File: src/hw/cdac_regs.vh
// Register offsets, field positions, reset values and codes for the current DAC control block.
`ifndef CDAC_REGS_VH
`define CDAC_REGS_VH
`define CDAC_ADDR_W          8
`define CDAC_ADDR_CONTROL    8'hB9
`define CDAC_ADDR_DATA_HIGH  8'h97
`define CDAC_ADDR_DATA_LOW   8'h96
`define CDAC_CTL_EN_BIT      7
`define CDAC_CTL_SRC_HI      6
`define CDAC_CTL_SRC_LO      4
`define CDAC_CTL_RANGE_HI    1
`define CDAC_CTL_RANGE_LO    0
`define CDAC_CTL_RESET       8'h72
`define CDAC_DATA_RESET      8'h00
`define CDAC_LOW_MASK        8'hC0
`define CDAC_CTL_MASK        8'hF3
`define CDAC_SRC_TIMER3      3'h3
`define CDAC_SRC_RISE        3'h4
`define CDAC_SRC_FALL        3'h5
`define CDAC_SRC_ANY         3'h6
`define CDAC_SRC_WRITE       3'h7
`define CDAC_RANGE_0P5MA     2'h0
`define CDAC_RANGE_1MA       2'h1
`define CDAC_RANGE_2MA       2'h2
`define CDAC_SYNC_STAGES     2
`endif

File: src/hw/cdac_sync.v
// Two-stage synchroniser for the external convert strobe.
module cdac_sync (
	// Clock and reset
	input  wire clk_sys,
	input  wire rst,
	// Signal
	input  wire din,
	output reg  dout
);
	reg stage1;

	always @(posedge clk_sys) begin
		if (rst) begin
			stage1 <= 1'b0;
			dout   <= 1'b0;
		end else begin
			stage1 <= din;
			dout   <= stage1;
		end
	end
endmodule // cdac_sync

File: src/hw/cdac_top.v
// Control logic of the 10-bit current-output DAC: registers, update scheduling and output latches.
// Functional notes
// - Disabled: pin stays ordinary GPIO.
// - Enabled: pin driver, pull-up off, output connected.
// - Bias generator enabled whenever converter enabled.
// - Source 111: high byte write loads latches.
// - Low byte write alone only stored.
// - Sources 000-011: timer 0-3 overflow loads.
// - Sources 100-110: strobe rise, fall, any.
// - Selected edge copies high:low into latches.
// - Word left-justified: high 7:0, low 7:6.
// - Range field, default 2 mA.
// - 00 0.5 mA, 01 1 mA, 1x 2 mA.
`include "cdac_regs.vh"
module cdac_top #(
	parameter DATA_W = 10
) (
	// Clock and reset
	input  wire                    clk_sys,
	input  wire                    rst,
	// Register port
	input  wire [`CDAC_ADDR_W-1:0] reg_addr,
	input  wire                    reg_wr,
	input  wire                    reg_rd,
	input  wire [7:0]              reg_wdata,
	output reg  [7:0]              reg_rdata,
	// Update sources
	input  wire [3:0]              timer_ovf,
	input  wire                    ext_convert_strobe,
	// Analog side
	output reg  [DATA_W-1:0]       dac_code,
	output reg  [1:0]              fullscale_range_select,
	output reg                     pin_analog_connect,
	output reg                     pin_digital_disable,
	output reg                     bias_enable
);
	localparam ST_IDLE    = 2'b01;
	localparam ST_LOAD    = 2'b10;
	localparam NUM_TIMERS = 4;

	reg  [7:0]                 dac_control;
	reg  [7:0]                 dac_data_high;
	reg  [7:0]                 dac_data_low;
	reg  [7:0]                 next_reg_rdata;
	reg  [1:0]                 next_range;

	reg  [1:0]                 state;
	reg  [1:0]                 next_state;
	reg                        strobe_prev;
	reg  [`CDAC_SYNC_STAGES:0] strobe_fill;
	reg                        edge_now;
	wire                       strobe_sync;
	wire                       rise;
	wire                       fall;
	wire [NUM_TIMERS-1:0]      timer_sel;
	wire                       timer_now;
	wire                       write_now;
	wire                       update_now;
	wire [DATA_W-1:0]          latch_word;

	wire                       wr_ctl;
	wire                       wr_high;
	wire                       wr_low;
	wire                       dac_enable;
	wire [2:0]                 update_source_select;
	wire [1:0]                 range_field;
	wire [7:0]                 source_onehot;

	assign wr_ctl               = reg_wr && (reg_addr == `CDAC_ADDR_CONTROL);
	assign wr_high              = reg_wr && (reg_addr == `CDAC_ADDR_DATA_HIGH);
	assign wr_low               = reg_wr && (reg_addr == `CDAC_ADDR_DATA_LOW);
	assign dac_enable           = dac_control[`CDAC_CTL_EN_BIT];
	assign update_source_select = dac_control[`CDAC_CTL_SRC_HI:`CDAC_CTL_SRC_LO];
	assign range_field          = dac_control[`CDAC_CTL_RANGE_HI:`CDAC_CTL_RANGE_LO];
	assign source_onehot        = 8'h01 << update_source_select;
	assign latch_word           = {dac_data_high, dac_data_low[7:6]};

	cdac_sync u_sync (
		.clk_sys (clk_sys),
		.rst     (rst),
		.din     (ext_convert_strobe),
		.dout    (strobe_sync)
	);

	// After reset, edges count only once the synchroniser and the previous-level flop hold the real pin level.
	always @(posedge clk_sys) begin
		if (rst) begin
			strobe_prev <= 1'b0;
			strobe_fill <= {(`CDAC_SYNC_STAGES+1){1'b0}};
		end else begin
			strobe_prev <= strobe_sync;
			strobe_fill <= {strobe_fill[`CDAC_SYNC_STAGES-1:0], 1'b1};
		end
	end

	assign rise = strobe_fill[`CDAC_SYNC_STAGES] & strobe_sync & ~strobe_prev;
	assign fall = strobe_fill[`CDAC_SYNC_STAGES] & ~strobe_sync & strobe_prev;

	// Only the timer named by the source field may load the latches.
	genvar gi;
	generate
		for (gi = 0; gi < NUM_TIMERS; gi = gi + 1) begin : gen_timer
			assign timer_sel[gi] = source_onehot[gi] & timer_ovf[gi];
		end
	endgenerate

	assign timer_now  = |timer_sel;
	assign write_now  = source_onehot[`CDAC_SRC_WRITE] & wr_high;
	assign update_now = timer_now | write_now | edge_now;

	always @* begin
		edge_now = 1'b0;
		case (update_source_select)
			`CDAC_SRC_RISE: edge_now = rise;
			`CDAC_SRC_FALL: edge_now = fall;
			`CDAC_SRC_ANY:  edge_now = rise | fall;
			default:        edge_now = 1'b0;
		endcase
	end

	// Unused bits are dropped on write so they read back as zero.
	always @(posedge clk_sys) begin
		if (rst) begin
			dac_control <= `CDAC_CTL_RESET;
		end else if (wr_ctl) begin
			dac_control <= reg_wdata & `CDAC_CTL_MASK;
		end
	end

	always @(posedge clk_sys) begin
		if (rst) begin
			dac_data_high <= `CDAC_DATA_RESET;
		end else if (wr_high) begin
			dac_data_high <= reg_wdata;
		end
	end

	always @(posedge clk_sys) begin
		if (rst) begin
			dac_data_low <= `CDAC_DATA_RESET;
		end else if (wr_low) begin
			dac_data_low <= reg_wdata & `CDAC_LOW_MASK;
		end
	end

	// Events pass through the state register, so a load always sees the data written with its trigger.
	always @* begin
		case (state)
			ST_IDLE: next_state = update_now ? ST_LOAD : ST_IDLE;
			ST_LOAD: next_state = update_now ? ST_LOAD : ST_IDLE;
			default: next_state = ST_IDLE;
		endcase
	end

	always @(posedge clk_sys) begin
		if (rst) begin
			state <= ST_IDLE;
		end else begin
			state <= next_state;
		end
	end

	always @(posedge clk_sys) begin
		if (rst) begin
			dac_code <= {DATA_W{1'b0}};
		end else if (state == ST_LOAD) begin
			dac_code <= latch_word;
		end
	end

	// Range code 11 is folded onto 2 mA so the analog side sees three values only.
	always @* begin
		case (range_field)
			`CDAC_RANGE_0P5MA: next_range = `CDAC_RANGE_0P5MA;
			`CDAC_RANGE_1MA:   next_range = `CDAC_RANGE_1MA;
			default:           next_range = `CDAC_RANGE_2MA;
		endcase
	end

	always @(posedge clk_sys) begin
		if (rst) begin
			fullscale_range_select <= `CDAC_RANGE_2MA;
		end else begin
			fullscale_range_select <= next_range;
		end
	end

	// Pin steering and bias follow the enable bit with no further software action.
	always @(posedge clk_sys) begin
		if (rst) begin
			pin_analog_connect  <= 1'b0;
			pin_digital_disable <= 1'b0;
			bias_enable         <= 1'b0;
		end else begin
			pin_analog_connect  <= dac_enable;
			pin_digital_disable <= dac_enable;
			bias_enable         <= dac_enable;
		end
	end

	always @* begin
		case (reg_addr)
			`CDAC_ADDR_CONTROL:   next_reg_rdata = dac_control;
			`CDAC_ADDR_DATA_HIGH: next_reg_rdata = dac_data_high;
			`CDAC_ADDR_DATA_LOW:  next_reg_rdata = dac_data_low;
			default:              next_reg_rdata = 8'h00;
		endcase
	end

	// Read data holds until the next read, so software may pick it up late.
	always @(posedge clk_sys) begin
		if (rst) begin
			reg_rdata <= 8'h00;
		end else if (reg_rd) begin
			reg_rdata <= next_reg_rdata;
		end
	end
endmodule // cdac_top

File: config.mk
export PLATFORM = sky130hd
export DESIGN_NAME = cdac_top
export DESIGN_NICKNAME = d
export VERILOG_FILES = /design/src/hw/cdac_sync.v /design/src/hw/cdac_top.v
export VERILOG_INCLUDE_DIRS = /design/src /design/src/hw
export SDC_FILE = /design/constraint.sdc
export NUM_CORES = 1
export LEC_CHECK = 0
export BUFFER_PORTS_ARGS = -buffer_cell sky130_fd_sc_hd__clkbuf_2
export CAP_MARGIN = 15
export CORE_MARGIN = 5
export CORE_UTILIZATION = 55
export DETAILED_ROUTE_END_ITERATION = 7
export GPL_ROUTABILITY_DRIVEN = 0
export PLACE_DENSITY = 0.93
export SLEW_MARGIN = 20
export SYNTH_ARGS = -nofsm -noshare
export SYNTH_HDL_FRONTEND = slang
export SYNTH_SLANG_ARGS = --single-unit
export TNS_END_PERCENT = 5
File: constraint.sdc
create_clock -name clk_sys -period 3.8 [get_ports clk_sys]
set_input_delay 0.76 -clock clk_sys [delete_from_list [all_inputs] [get_ports clk_sys]]
set_output_delay 0.76 -clock clk_sys [all_outputs]
set_load 0.03 [all_outputs]
Yosys cells after proc, flatten, opt, wreduce, memory -nomap -nowiden
Cells that the tools add are included.

Eq/ne operators: 9. Shift-type cells: 1. Mux-type cells: 5. Bitwise gates (word level): 15. Reduce and logical (&&, ||, !) cells: 7.

Operator list (count): $eq 8x8->1 const B (3); $pmux 8 s3 (1); $and 1x1->1 (9); $eq 3x3->1 const B (3); $shl 1x3->8 const A (1); $eq 2x1->1 const B (2); $pmux 2 s2 (1); $reduce_or 2->1 (2); $reduce_or 4->1 (1); $logic_and 1x1->1 (3); $not 1->1 (3); $or 1x1->1 (3); $pmux 1 s3 (1); $eq 2x2->1 const B (1); $logic_not 2->1 (1); $mux 2 (1); $mux 1 (1).

Flip-flop bits (word level): 45. Input port bits: 25.

Logic depth before layout (Yosys ltp)
Gate-level depths: netlist (run 1).

Word-level depth: 7. Gate-level depth with buffers: 5. Depth with buffers taken out: 5.

Cells and area by module
Synthesis (run 1) repeated with hierarchy kept, for this count alone.

Cells, all modules: 178. Area total of the unflattened synthesis: 1791.7 µm².

Modules (own cells, without submodules): cdac_top (times used 1, cells each 174, area each 1739.2 µm², sequential area each 860.8 µm²); cdac_sync (times used 1, cells each 4, area each 52.6 µm², sequential area each 40.0 µm²).

Least setup slack after synthesis (run 1)
OpenSTA, ideal clock, no wires.

Kind: input to register. Start: input port reg_addr[6]. End: register dac_data_low[6]. Library setup time: 0.128 ns. Arrival: 1.560 ns. Setup slack: 2.113 ns. Stages: 5. Cell sequence: and4b_1 -> buf_4 -> and3_1 -> mux2i_1 -> nor2_1.

Longest elaborated chain between the ends: 2.

RTL lines: start: declaration (RTL line cdac_top.v:22) `` input wire [`CDAC_ADDR_W-1:0] reg_addr, ``; $eq 8x8->1; $logic_and 1x1->1 (RTL line cdac_top.v:71) `` assign wr_low = reg_wr && (reg_addr == `CDAC_ADDR_DATA_LOW); ``; end signal: assignment (RTL line cdac_top.v:140) `` dac_data_low <= `CDAC_DATA_RESET; ``; end signal: assignment (RTL line cdac_top.v:142) `` dac_data_low <= reg_wdata & `CDAC_LOW_MASK; ``; end: declaration (RTL line cdac_top.v:43) `reg [7:0] dac_data_low;`.

Every way passes these cells. A chain may end at the register's enable or synchronous reset.

==> impl_metrics.json, run 1 <==
{
  "drt_iter0_markers": 44,
  "die_area_um2": 4500,
  "synth_area_leaders": "dfxtp_1 (50%), mux2i_1 (12%), nor2_1 (5.9%), nand3_1 (3.1%), a22oi_2 (2.8%)",
  "critPathMaxFanout": 3,
  "synthCells": 179,
  "portBuffers": 47,
  "synth_area_um2": 1790,
  "holdWs_ns": 0.450,
  "synthesis.nets": 205,
  "clock_skew_ns": 0.00804,
  "wl_um": 3620,
  "grt_max_degree": 36,
  "setup_ws_ns": 2.09,
  "critPathBufInv": 1,
  "critPathTopFamily": "flip-flops",
  "cp.arrival_ns": 0.95,
  "rows": 20,
  "dr.max_layer_used": "met4",
  "end_kind": "primary output",
  "max_slew_margin_pct": 55.0,
  "m1WireLength_um": 1650,
  "dr_wl_met2_um": 1670,
  "die_x_um": 67.1,
  "drt_pass1_iterations": 4,
  "setup_tns_ns": 0,
  "post-synth-top-count-cell": "dfxtp_1",
  "clk_path_buf_depth": 2,
  "via_count": 1401,
  "dp.cells": 260,
  "drv_slew": 0,
  "synth.top_cell.area_share_pct": 50.3,
  "detailed_place_hpwl_um": 2690,
  "startpoint": "bias_enable",
  "grt.total_usage_pct": 18.1,
  "ys_ff_latch": 45,
  "p_per_area_nw_per_um2": 357,
  "pre_cts_slack_ns": 1.76,
  "synth_commonest_cells": "dfxtp_1 (45), nor2_1 (28), mux2i_1 (22), nand2_1 (12), nand3_1 (11)",
  "grt_antenna_before_repair": 0,
  "synthArstFlopShare_pct": 0,
  "synth_edf_count": 0,
  "finalSetupViolCount": 0,
  "final_cells": 267,
  "cts-resized-gates": 0,
  "r2r_start": "state[0]",
  "cp-start-kind": "flop",
  "cp_cell_sequence": "clkbuf_2",
  "grt_pass1_vias": 1346,
  "rsz0062_at_grt": "false",
  "path_clk_slew_ns": 0.12,
  "drtAntennaViolNets": 0,
  "yosysUniqueCellTypes": 35,
  "tritoncts": "yes",
  "dieHeight_um": 67.1,
  "fin_nets": 249,
  "drc": 0,
  "worstHoldStart": "strobe_fill[1]",
  "routedWlPerCell_um": 13.6,
  "syn_to_final_growth_pct": 16.0,
  "hold_viol_final": 0,
  "postCtsSetupBuffers": 0,
  "numCtsBuffers": 5,
  "ir_worst_vdd_v": 0.000253,
  "final_util_pct": 67.5,
  "grt_remaining_overflow": 0,
  "synth-seq-area-share_pct": 50.3,
  "fillers": 250,
  "htreeDepth": 2,
  "grt_pass1_wl_um": 5960,
  "hold_class": "flop to flop",
  "final_layout_size_suffix_gt1_share_pct": 29.1,
  "min_period_ns": 1.71,
  "ys.warnings.count": 0,
  "post-route-period-util_pct": 44.9,
  "outcome": "finished, final reports clean",
  "cp_slowest_cell": "dfxtp_1",
  "drv_cap": 0,
  "vias_per_cell": 5.25,
  "syn_area_per_cell_um2": 10.0,
  "ys.flop_type": "dfxtp_1",
  "clock-sinks": 45,
  "hold_buffers": 0,
  "cts_root_buf": "clkbuf_4",
  "start_util_pct": 58.2,
  "worstSkewPairLatency_ns": 0.35,
  "slowest_delay_ns": 0.38,
  "io_pins": 48,
  "core_area_um2": 3080,
  "worst_slew_pin_slew_ns": 0.675,
  "crit_type": "flop to primary output",
  "worstPathRequired_ns": 3.04,
  "route.met3.wl_um": 176,
  "leakagePower_nw": 0.906,
  "max_freq_mhz": 586,
  "yosys.area.top_type": "dfxtp_1",
  "n_antenna_cell": 0
}
stage by stage:
stage               instance area, um2  power [mW]
floorplan                         1790       0.507
finish                            2080       0.742
detailed placement                2020       0.524
global route                      2080       0.770
CTS                               2080       0.744
global placement                  2020       0.523
report_power, final:
part | internal [mW] | switching [mW]
sequential | 0.475 | 0.00119
combinational | 0.0167 | 0.0211
clock | 0.0875 | 0.141
total | 0.579 | 0.163
final timing paths:
kind / to / slack, ns / cells after the start
worst max-delay path: pin_digital_disable / 2.09 / 1
worst min-delay path: strobe_fill[2] / 0.45 / 1
worst max register to register: dac_code[8] / 2.38 / 4
worst min register to register: strobe_fill[2] / 0.45 / 1
sequential cells by signal (all words and copies together) (netlist names), 2 cells and up:
register and cells:
fullscale_range_select 2, dac_control 6, state 2, reg_rdata 8
dac_data_low 2, dac_code 10, dac_data_high 8, strobe_fill 3
per-layer routing:
metal / global-route usage [%] / up-vias
li1: - / 705
met5: 0 / -
met4: 12.4 / 0
met2: 28.6 / 36
met3: 3.88 / 9
met1: 21.7 / 651
placed cells by master, fill, tap and decap left out:
cell type,instances
nand3_4,1
o21ai_1,7
nor2_1,28
inv_1,4
and3_1,1
and4b_1,1
clkbuf_8,1
o21ai_2,1
nor2_4,1
clkbuf_4,5
nand4_1,1
clkbuf_2,47
and2_4,1
nand3b_1,1
nor4bb_1,1
clkbuf_1,1
nor3_1,1
o21ai_0,1
a31oi_1,1
a21oi_1,7
mux4_2,1
nand2b_1,1
or2_2,1
a31o_1,1
mux2i_1,22
and4bb_1,1
nand4bb_4,1
dfxtp_1,45
nor2b_1,8
nand4b_1,1
ha_1,1
nand2_1,12
and4bb_2,1
nand3_1,11
a22oi_2,4
cell type report:
type	count	area [um2]	share of cell area (%)
clock buffers	7	55.1	2.65
flip-flops and latches	45	901	43.4
repair buffers	47	235	11.3
well taps	44	55.1	2.65
inverters	4	15.0	0.723
multi-input cells	120	816	39.3
cells by family (layout without fill, tap and decap cells):
| kind of cell | after synthesis | in the layout | synth area share [%] |
|---|---|---|---|
| DFF | 45 | 45 | 50.3 |
| buffers and inverters | 14 | 58 | 4.12 |
| AOI/OAI and AO/OA | 22 | 22 | 8.32 |
| and+or+nand+nor | 74 | 74 | 23.0 |
| muxes | 23 | 23 | 13.6 |
| adders and majority gates | 1 | 1 | 0.699 |
Note: power is estimated with default switching activity, not from simulation.
==> inputs of run 2 (changes only) <==
--- a/config.mk
+++ b/config.mk
@@ -9,10 +9,10 @@
 export BUFFER_PORTS_ARGS = -buffer_cell sky130_fd_sc_hd__clkbuf_2
 export CAP_MARGIN = 15
 export CORE_MARGIN = 5
-export CORE_UTILIZATION = 55
+export CORE_UTILIZATION = 51
 export DETAILED_ROUTE_END_ITERATION = 7
 export GPL_ROUTABILITY_DRIVEN = 0
-export PLACE_DENSITY = 0.93
+export PLACE_DENSITY = 0.88
 export SLEW_MARGIN = 20
 export SYNTH_ARGS = -nofsm -noshare
 export SYNTH_HDL_FRONTEND = slang
==> constraint.sdc (replaced) <==
create_clock -name clk_sys -period 1.77 [get_ports clk_sys]
set_input_delay 0.354 -clock clk_sys [delete_from_list [all_inputs] [get_ports clk_sys]]
set_output_delay 0.354 -clock clk_sys [all_outputs]
set_load 0.03 [all_outputs]
==> run 2 against run 1 <==
Net effect:
- global-route usage fell by 1.9 points
- worst setup slack worse by 1.7 ns
- first-iteration DRC count down 16%
- critical path depth increased by 2
- clock power rose to 2.7 times the previous value
- critical path type is now flop to flop
- largest cell class unchanged
- largest power group unchanged
- highest routed layer unchanged
==> impl_metrics.json, run 2 (same netlist as run 1, synthesis figures left out) <==
{
  "outcome": "finished, final reports clean",
  "worstPathRequired_ns": 2.08,
  "rsz0062_at_grt": "false",
  "critPathTopFamily": "multiplexers",
  "grt_pass1_vias": 1321,
  "slowest_delay_ns": 0.54,
  "final_cells": 273,
  "path_clk_slew_ns": 0.13,
  "largest-register": "dac_code",
  "final_util_pct": 63.2,
  "vias_per_cell": 5.19,
  "drv_slew": 0,
  "via_count": 1416,
  "final_layout_size_suffix_gt1_share_pct": 30.4,
  "final_cell_mix": "clkbuf_2 (47), dfxtp_1 (45), nor2_1 (28)",
  "tritoncts": "yes",
  "grt_remaining_overflow": 0,
  "fin_area_um2": 2130,
  "layout_commonest_cell": "clkbuf_2",
  "cp-start-kind": "flop",
  "post-route-period-util_pct": 76.1,
  "cp.arrival_ns": 1.66,
  "pwr-share-comb_pct": 4.9,
  "n_antenna_cell": 0,
  "end_kind": "flop",
  "die_x_um": 69.3,
  "worstSkewPairLatency_ns": 0.35,
  "max_slew_margin_pct": 72.1,
  "clock_skew_ns": 0.00535,
  "cp_slowest_cell": "mux4_2",
  "critPathBufInv": 0,
  "intPower_mw": 1.36,
  "largest_reg_flops": 10,
  "crit_type": "flop to flop",
  "drv_cap": 0,
  "grt_max_degree": 23,
  "grt_antenna_before_repair": 0,
  "grt_pass1_wl_um": 6270,
  "drt_pass1_iterations": 4,
  "rows": 21,
  "cp_cell_sequence": "mux4_2, o21ai_1, a31o_1",
  "clock-sinks": 45,
  "io_pins": 48,
  "hold_buffers": 0,
  "start_util_pct": 53.2,
  "fillers": 301,
  "wl_um": 3710,
  "dp.cells": 265,
  "die_area_um2": 4800,
  "finalSetupViolCount": 0,
  "clk_path_buf_depth": 2,
  "detailed_place_hpwl_um": 2780,
  "leakagePower_nw": 0.933,
  "hold_class": "primary input to flop",
  "top_regs": "dac_code x10, dac_data_high x8, reg_rdata x8",
  "cts-resized-gates": 0,
  "core_area_um2": 3360,
  "ir_worst_vdd_v": 0.000620,
  "setup_tns_ns": 0,
  "hold_viol_final": 0,
  "drt_iter0_markers": 37,
  "ff2ff_setup_slack_ns": 0.42,
  "place_area_um2": 2050,
  "worst_slew_pin_slew_ns": 0.419,
  "setup_ws_ns": 0.423,
  "drtAntennaViolNets": 0,
  "power.share.sequential_pct": 59.0,
  "numCtsBuffers": 5,
  "switching_share_pct": 21.5,
  "p_sw_mw": 0.373,
  "drc": 0,
  "dieHeight_um": 69.3,
  "holdWs_ns": 0.206,
  "syn_to_final_growth_pct": 18.8,
  "cts_root_buf": "clkbuf_4",
  "min_period_ns": 1.35,
  "finalPower_mw": 1.73,
  "routedWlPerCell_um": 13.6,
  "htreeDepth": 2,
  "pre_cts_slack_ns": 0.313,
  "critPathMaxFanout": 6,
  "portBuffers": 47,
  "p_per_area_nw_per_um2": 814,
  "max_freq_mhz": 742,
  "postCtsSetupBuffers": 0,
  "fin_nets": 252,
  "grt.total_usage_pct": 16.2,
  "clockPowerShare_pct": 36.1
}
==> run 2: changes by cell type in the layout (fill, tap and decap cells not counted), sizes merged <==
cell	change
clkinv	+1
clkbuf	-1
buf	+3
bufinv	+1
==> run 2: routing by layer <==
metal,GRT usage (%),share of wire (%)
met2,25.6,46
met3,4.93,7.4
met1,19.8,44
met4,8.24,1.9
met5,0,0
==> run 2: power by group through the flow <==
stage,logic (mW),registers (mW),clock network (mW)
CTS,0.0846,1.02,0.629
global placement,0.0823,1.04,0
global route,0.0923,1.02,0.683
finish,0.0848,1.02,0.624
detailed placement,0.0841,1.04,0
floorplan,0.0441,1.04,0
==> run 2: area by class of cell <==
cell class	count	area (um2)	area share, %
Multi-Input combinational cell	120	816	38.4
Clock buffer	6	41.3	1.94
Sequential cell	45	901	42.4
Tap cell	46	57.6	2.71
Inverter	4	15.0	0.706
Timing Repair Buffer	50	258	12.1
Clock inverter	2	38.8	1.82
==> run 2: worst paths after layout <==
path / startpoint / end / cells past startpoint
worst max register to register: dac_control[4] / state[0] / 3
worst min-delay path: ext_convert_strobe / u_sync.stage1 / 2
worst min register to register: strobe_fill[1] / strobe_fill[2] / 1
worst max-delay path: dac_control[4] / state[0] / 3
==> inputs of run 3 (changes only) <==
--- a/config.mk
+++ b/config.mk
@@ -6,6 +6,7 @@
 export SDC_FILE = /design/constraint.sdc
 export NUM_CORES = 1
 export LEC_CHECK = 0
+export ABC_AREA = 1
 export BUFFER_PORTS_ARGS = -buffer_cell sky130_fd_sc_hd__clkbuf_2
 export CAP_MARGIN = 15
 export CORE_MARGIN = 5
==> constraint.sdc (replaced) <==
create_clock -name clk_sys -period 1.3 [get_ports clk_sys]
set_input_delay 0.26 -clock clk_sys [delete_from_list [all_inputs] [get_ports clk_sys]]
set_output_delay 0.26 -clock clk_sys [all_outputs]
set_load 0.03 [all_outputs]
==> run 3 against run 2 <==
Net effect:
- clock power grew 7.1%
- die area shrank 1.1%
- synthesized cell count grew 30%
- hold slack lost 0.11 ns
- critical path depth shrank 2
- clock skew grew 0.0035 ns
==> impl_metrics.json, run 3 <==
{
  "critPathBufInv": 1,
  "numCtsBuffers": 5,
  "synthesis.nets": 259,
  "holdWs_ns": 0.101,
  "ys.warnings.count": 0,
  "core_area_um2": 3340,
  "use_met2_pct": 30.4,
  "cp_cell_sequence": "clkbuf_2",
  "yosys.area.top_type": "dfxtp_1",
  "top_regs": "dac_code x10, dac_data_high x8, reg_rdata x8",
  "synth-seq-area-share_pct": 51.0,
  "grt.met1_usage_pct": 21.1,
  "finalPower_mw": 2.20,
  "p_per_area_nw_per_um2": 1040,
  "grt_pass1_wl_um": 6270,
  "synthArstFlopShare_pct": 0,
  "detailed_place_hpwl_um": 2850,
  "path_clk_slew_ns": 0.12,
  "largest_reg_flops": 10,
  "grt_remaining_overflow": 0,
  "worst_slew_pin_slew_ns": 0.242,
  "worstPathRequired_ns": 1.04,
  "end_kind": "primary output",
  "top_usage_layer": "met2",
  "final_cell_mix": "clkbuf_2 (47), nor2_1 (45), dfxtp_1 (45)",
  "cts_root_buf": "clkbuf_4",
  "outcome": "finished, final reports clean",
  "synth_area_um2": 1770,
  "synth_area_leaders": "dfxtp_1 (51%), nor2_1 (9.6%), o21ai_0 (9.1%), nand2_1 (5.7%), nand3_1 (5.4%)",
  "synthCells": 233,
  "fin_nets": 310,
  "place_area_um2": 2060,
  "min_period_ns": 1.20,
  "grt_use_met3_pct": 4.54,
  "ys_ff_latch": 45,
  "ir_worst_vdd_v": 0.000644,
  "crit_type": "flop to primary output",
  "io_pins": 48,
  "grt_max_degree": 28,
  "cp_slowest_cell": "dfxtp_1",
  "portBuffers": 47,
  "clk_path_buf_depth": 2,
  "clock-sinks": 45,
  "drtAntennaViolNets": 0,
  "hold_viol_final": 0,
  "synth.top_cell.area_share_pct": 51.0,
  "n_antenna_cell": 0,
  "critPathMaxFanout": 2,
  "critPathTopFamily": "flip-flops",
  "finalSetupViolCount": 0,
  "ys.flop_type": "dfxtp_1",
  "drv_cap": 0,
  "drc": 0,
  "rows": 21,
  "routedWlPerCell_um": 11.4,
  "grt_pass1_vias": 1458,
  "drv_slew": 0,
  "synth_commonest_cells": "dfxtp_1 (45), nor2_1 (45), o21ai_0 (32), nand2_1 (27), inv_1 (24)",
  "drt_pass1_iterations": 4,
  "cp.arrival_ns": 0.94,
  "via_count": 1575,
  "layout_commonest_cell": "clkbuf_2",
  "post-route-period-util_pct": 92.4,
  "synth_edf_count": 0,
  "clock_skew_ns": 0.00886,
  "rsz0062_at_grt": "false",
  "htreeDepth": 2,
  "vias_per_cell": 4.77,
  "syn_to_final_growth_pct": 19.5,
  "hold_buffers": 0,
  "tritoncts": "yes",
  "worstSkewPairLatency_ns": 0.35,
  "leakagePower_nw": 1.07,
  "grt_antenna_before_repair": 0,
  "max_slew_margin_pct": 83.8,
  "setup_tns_ns": 0,
  "syn_area_per_cell_um2": 7.58,
  "fin_area_um2": 2110,
  "hold_class": "primary input to flop",
  "max_freq_mhz": 833,
  "postCtsSetupBuffers": 0,
  "die_area_um2": 4740,
  "grt.total_usage_pct": 17.9,
  "fillers": 312,
  "slowest_delay_ns": 0.37,
  "yosysUniqueCellTypes": 21,
  "drt_iter0_markers": 65,
  "final_layout_size_suffix_gt1_share_pct": 24.3,
  "wl_um": 3770,
  "cts-resized-gates": 0,
  "dieHeight_um": 68.9,
  "start_util_pct": 52.9,
  "largest-register": "dac_code",
  "die_x_um": 68.9,
  "cp-start-kind": "flop"
}
run 3: layer usage:
layer	up-vias	share of wire, %
li1	840	-
met1	686	44
met2	43	48
met3	6	6.6
met4	0	1.4
met5	-	0
run 3: cells by family after synthesis:
group,count (synthesis),share of synthesized area [%]
simple gates,101,25.8
compound gates,50,14.3
flops,45,51.0
buf+inv,36,8.21
fa+ha+maj,1,0.708
run 3: where the power goes:
part	internal (mW)	leakage (nW)	switching (mW)
combinational	0.0526	0.677	0.0836
sequential	1.39	0.364	0.00527
clock	0.256	0.0314	0.412
total	1.70	1.07	0.501
run 3: area by class of cell:
type	instances	area (um2)	area share, %
inverters	28	105	4.98
flip-flops and latches	45	901	42.7
multi-input cells	152	721	34.1
clock buffers	7	55.1	2.61
well taps	46	57.6	2.73
repair buffers	52	273	12.9
run 3: final timing paths:
check	endpoint	slack, ns	from	cells after the start
worst max-delay path	reg_rdata[2]	0.1	reg_rdata[2]	1
worst min-delay path	u_sync.stage1	0.10	ext_convert_strobe	3
worst max register to register	state[1]	0.21	dac_control[4]	7
worst min register to register	strobe_fill[1]	0.42	strobe_fill[0]	2
run 3: metrics by stage:
| step | worst slack (ns) | utilization, % | cells |
|---|---|---|---|
| 2_1_floorplan | 0.206 | - | 233 |
| 3_3_place_gp | 0.0929 | 61.6 | 323 |
| 3_5_place_dp | 0.0217 | 61.6 | 323 |
| 4_1_cts | 0.107 | 63.3 | 330 |
| 5_1_grt | 0.0568 | 63.3 | 330 |
| 6_report | 0.0991 | 63.3 | 330 |
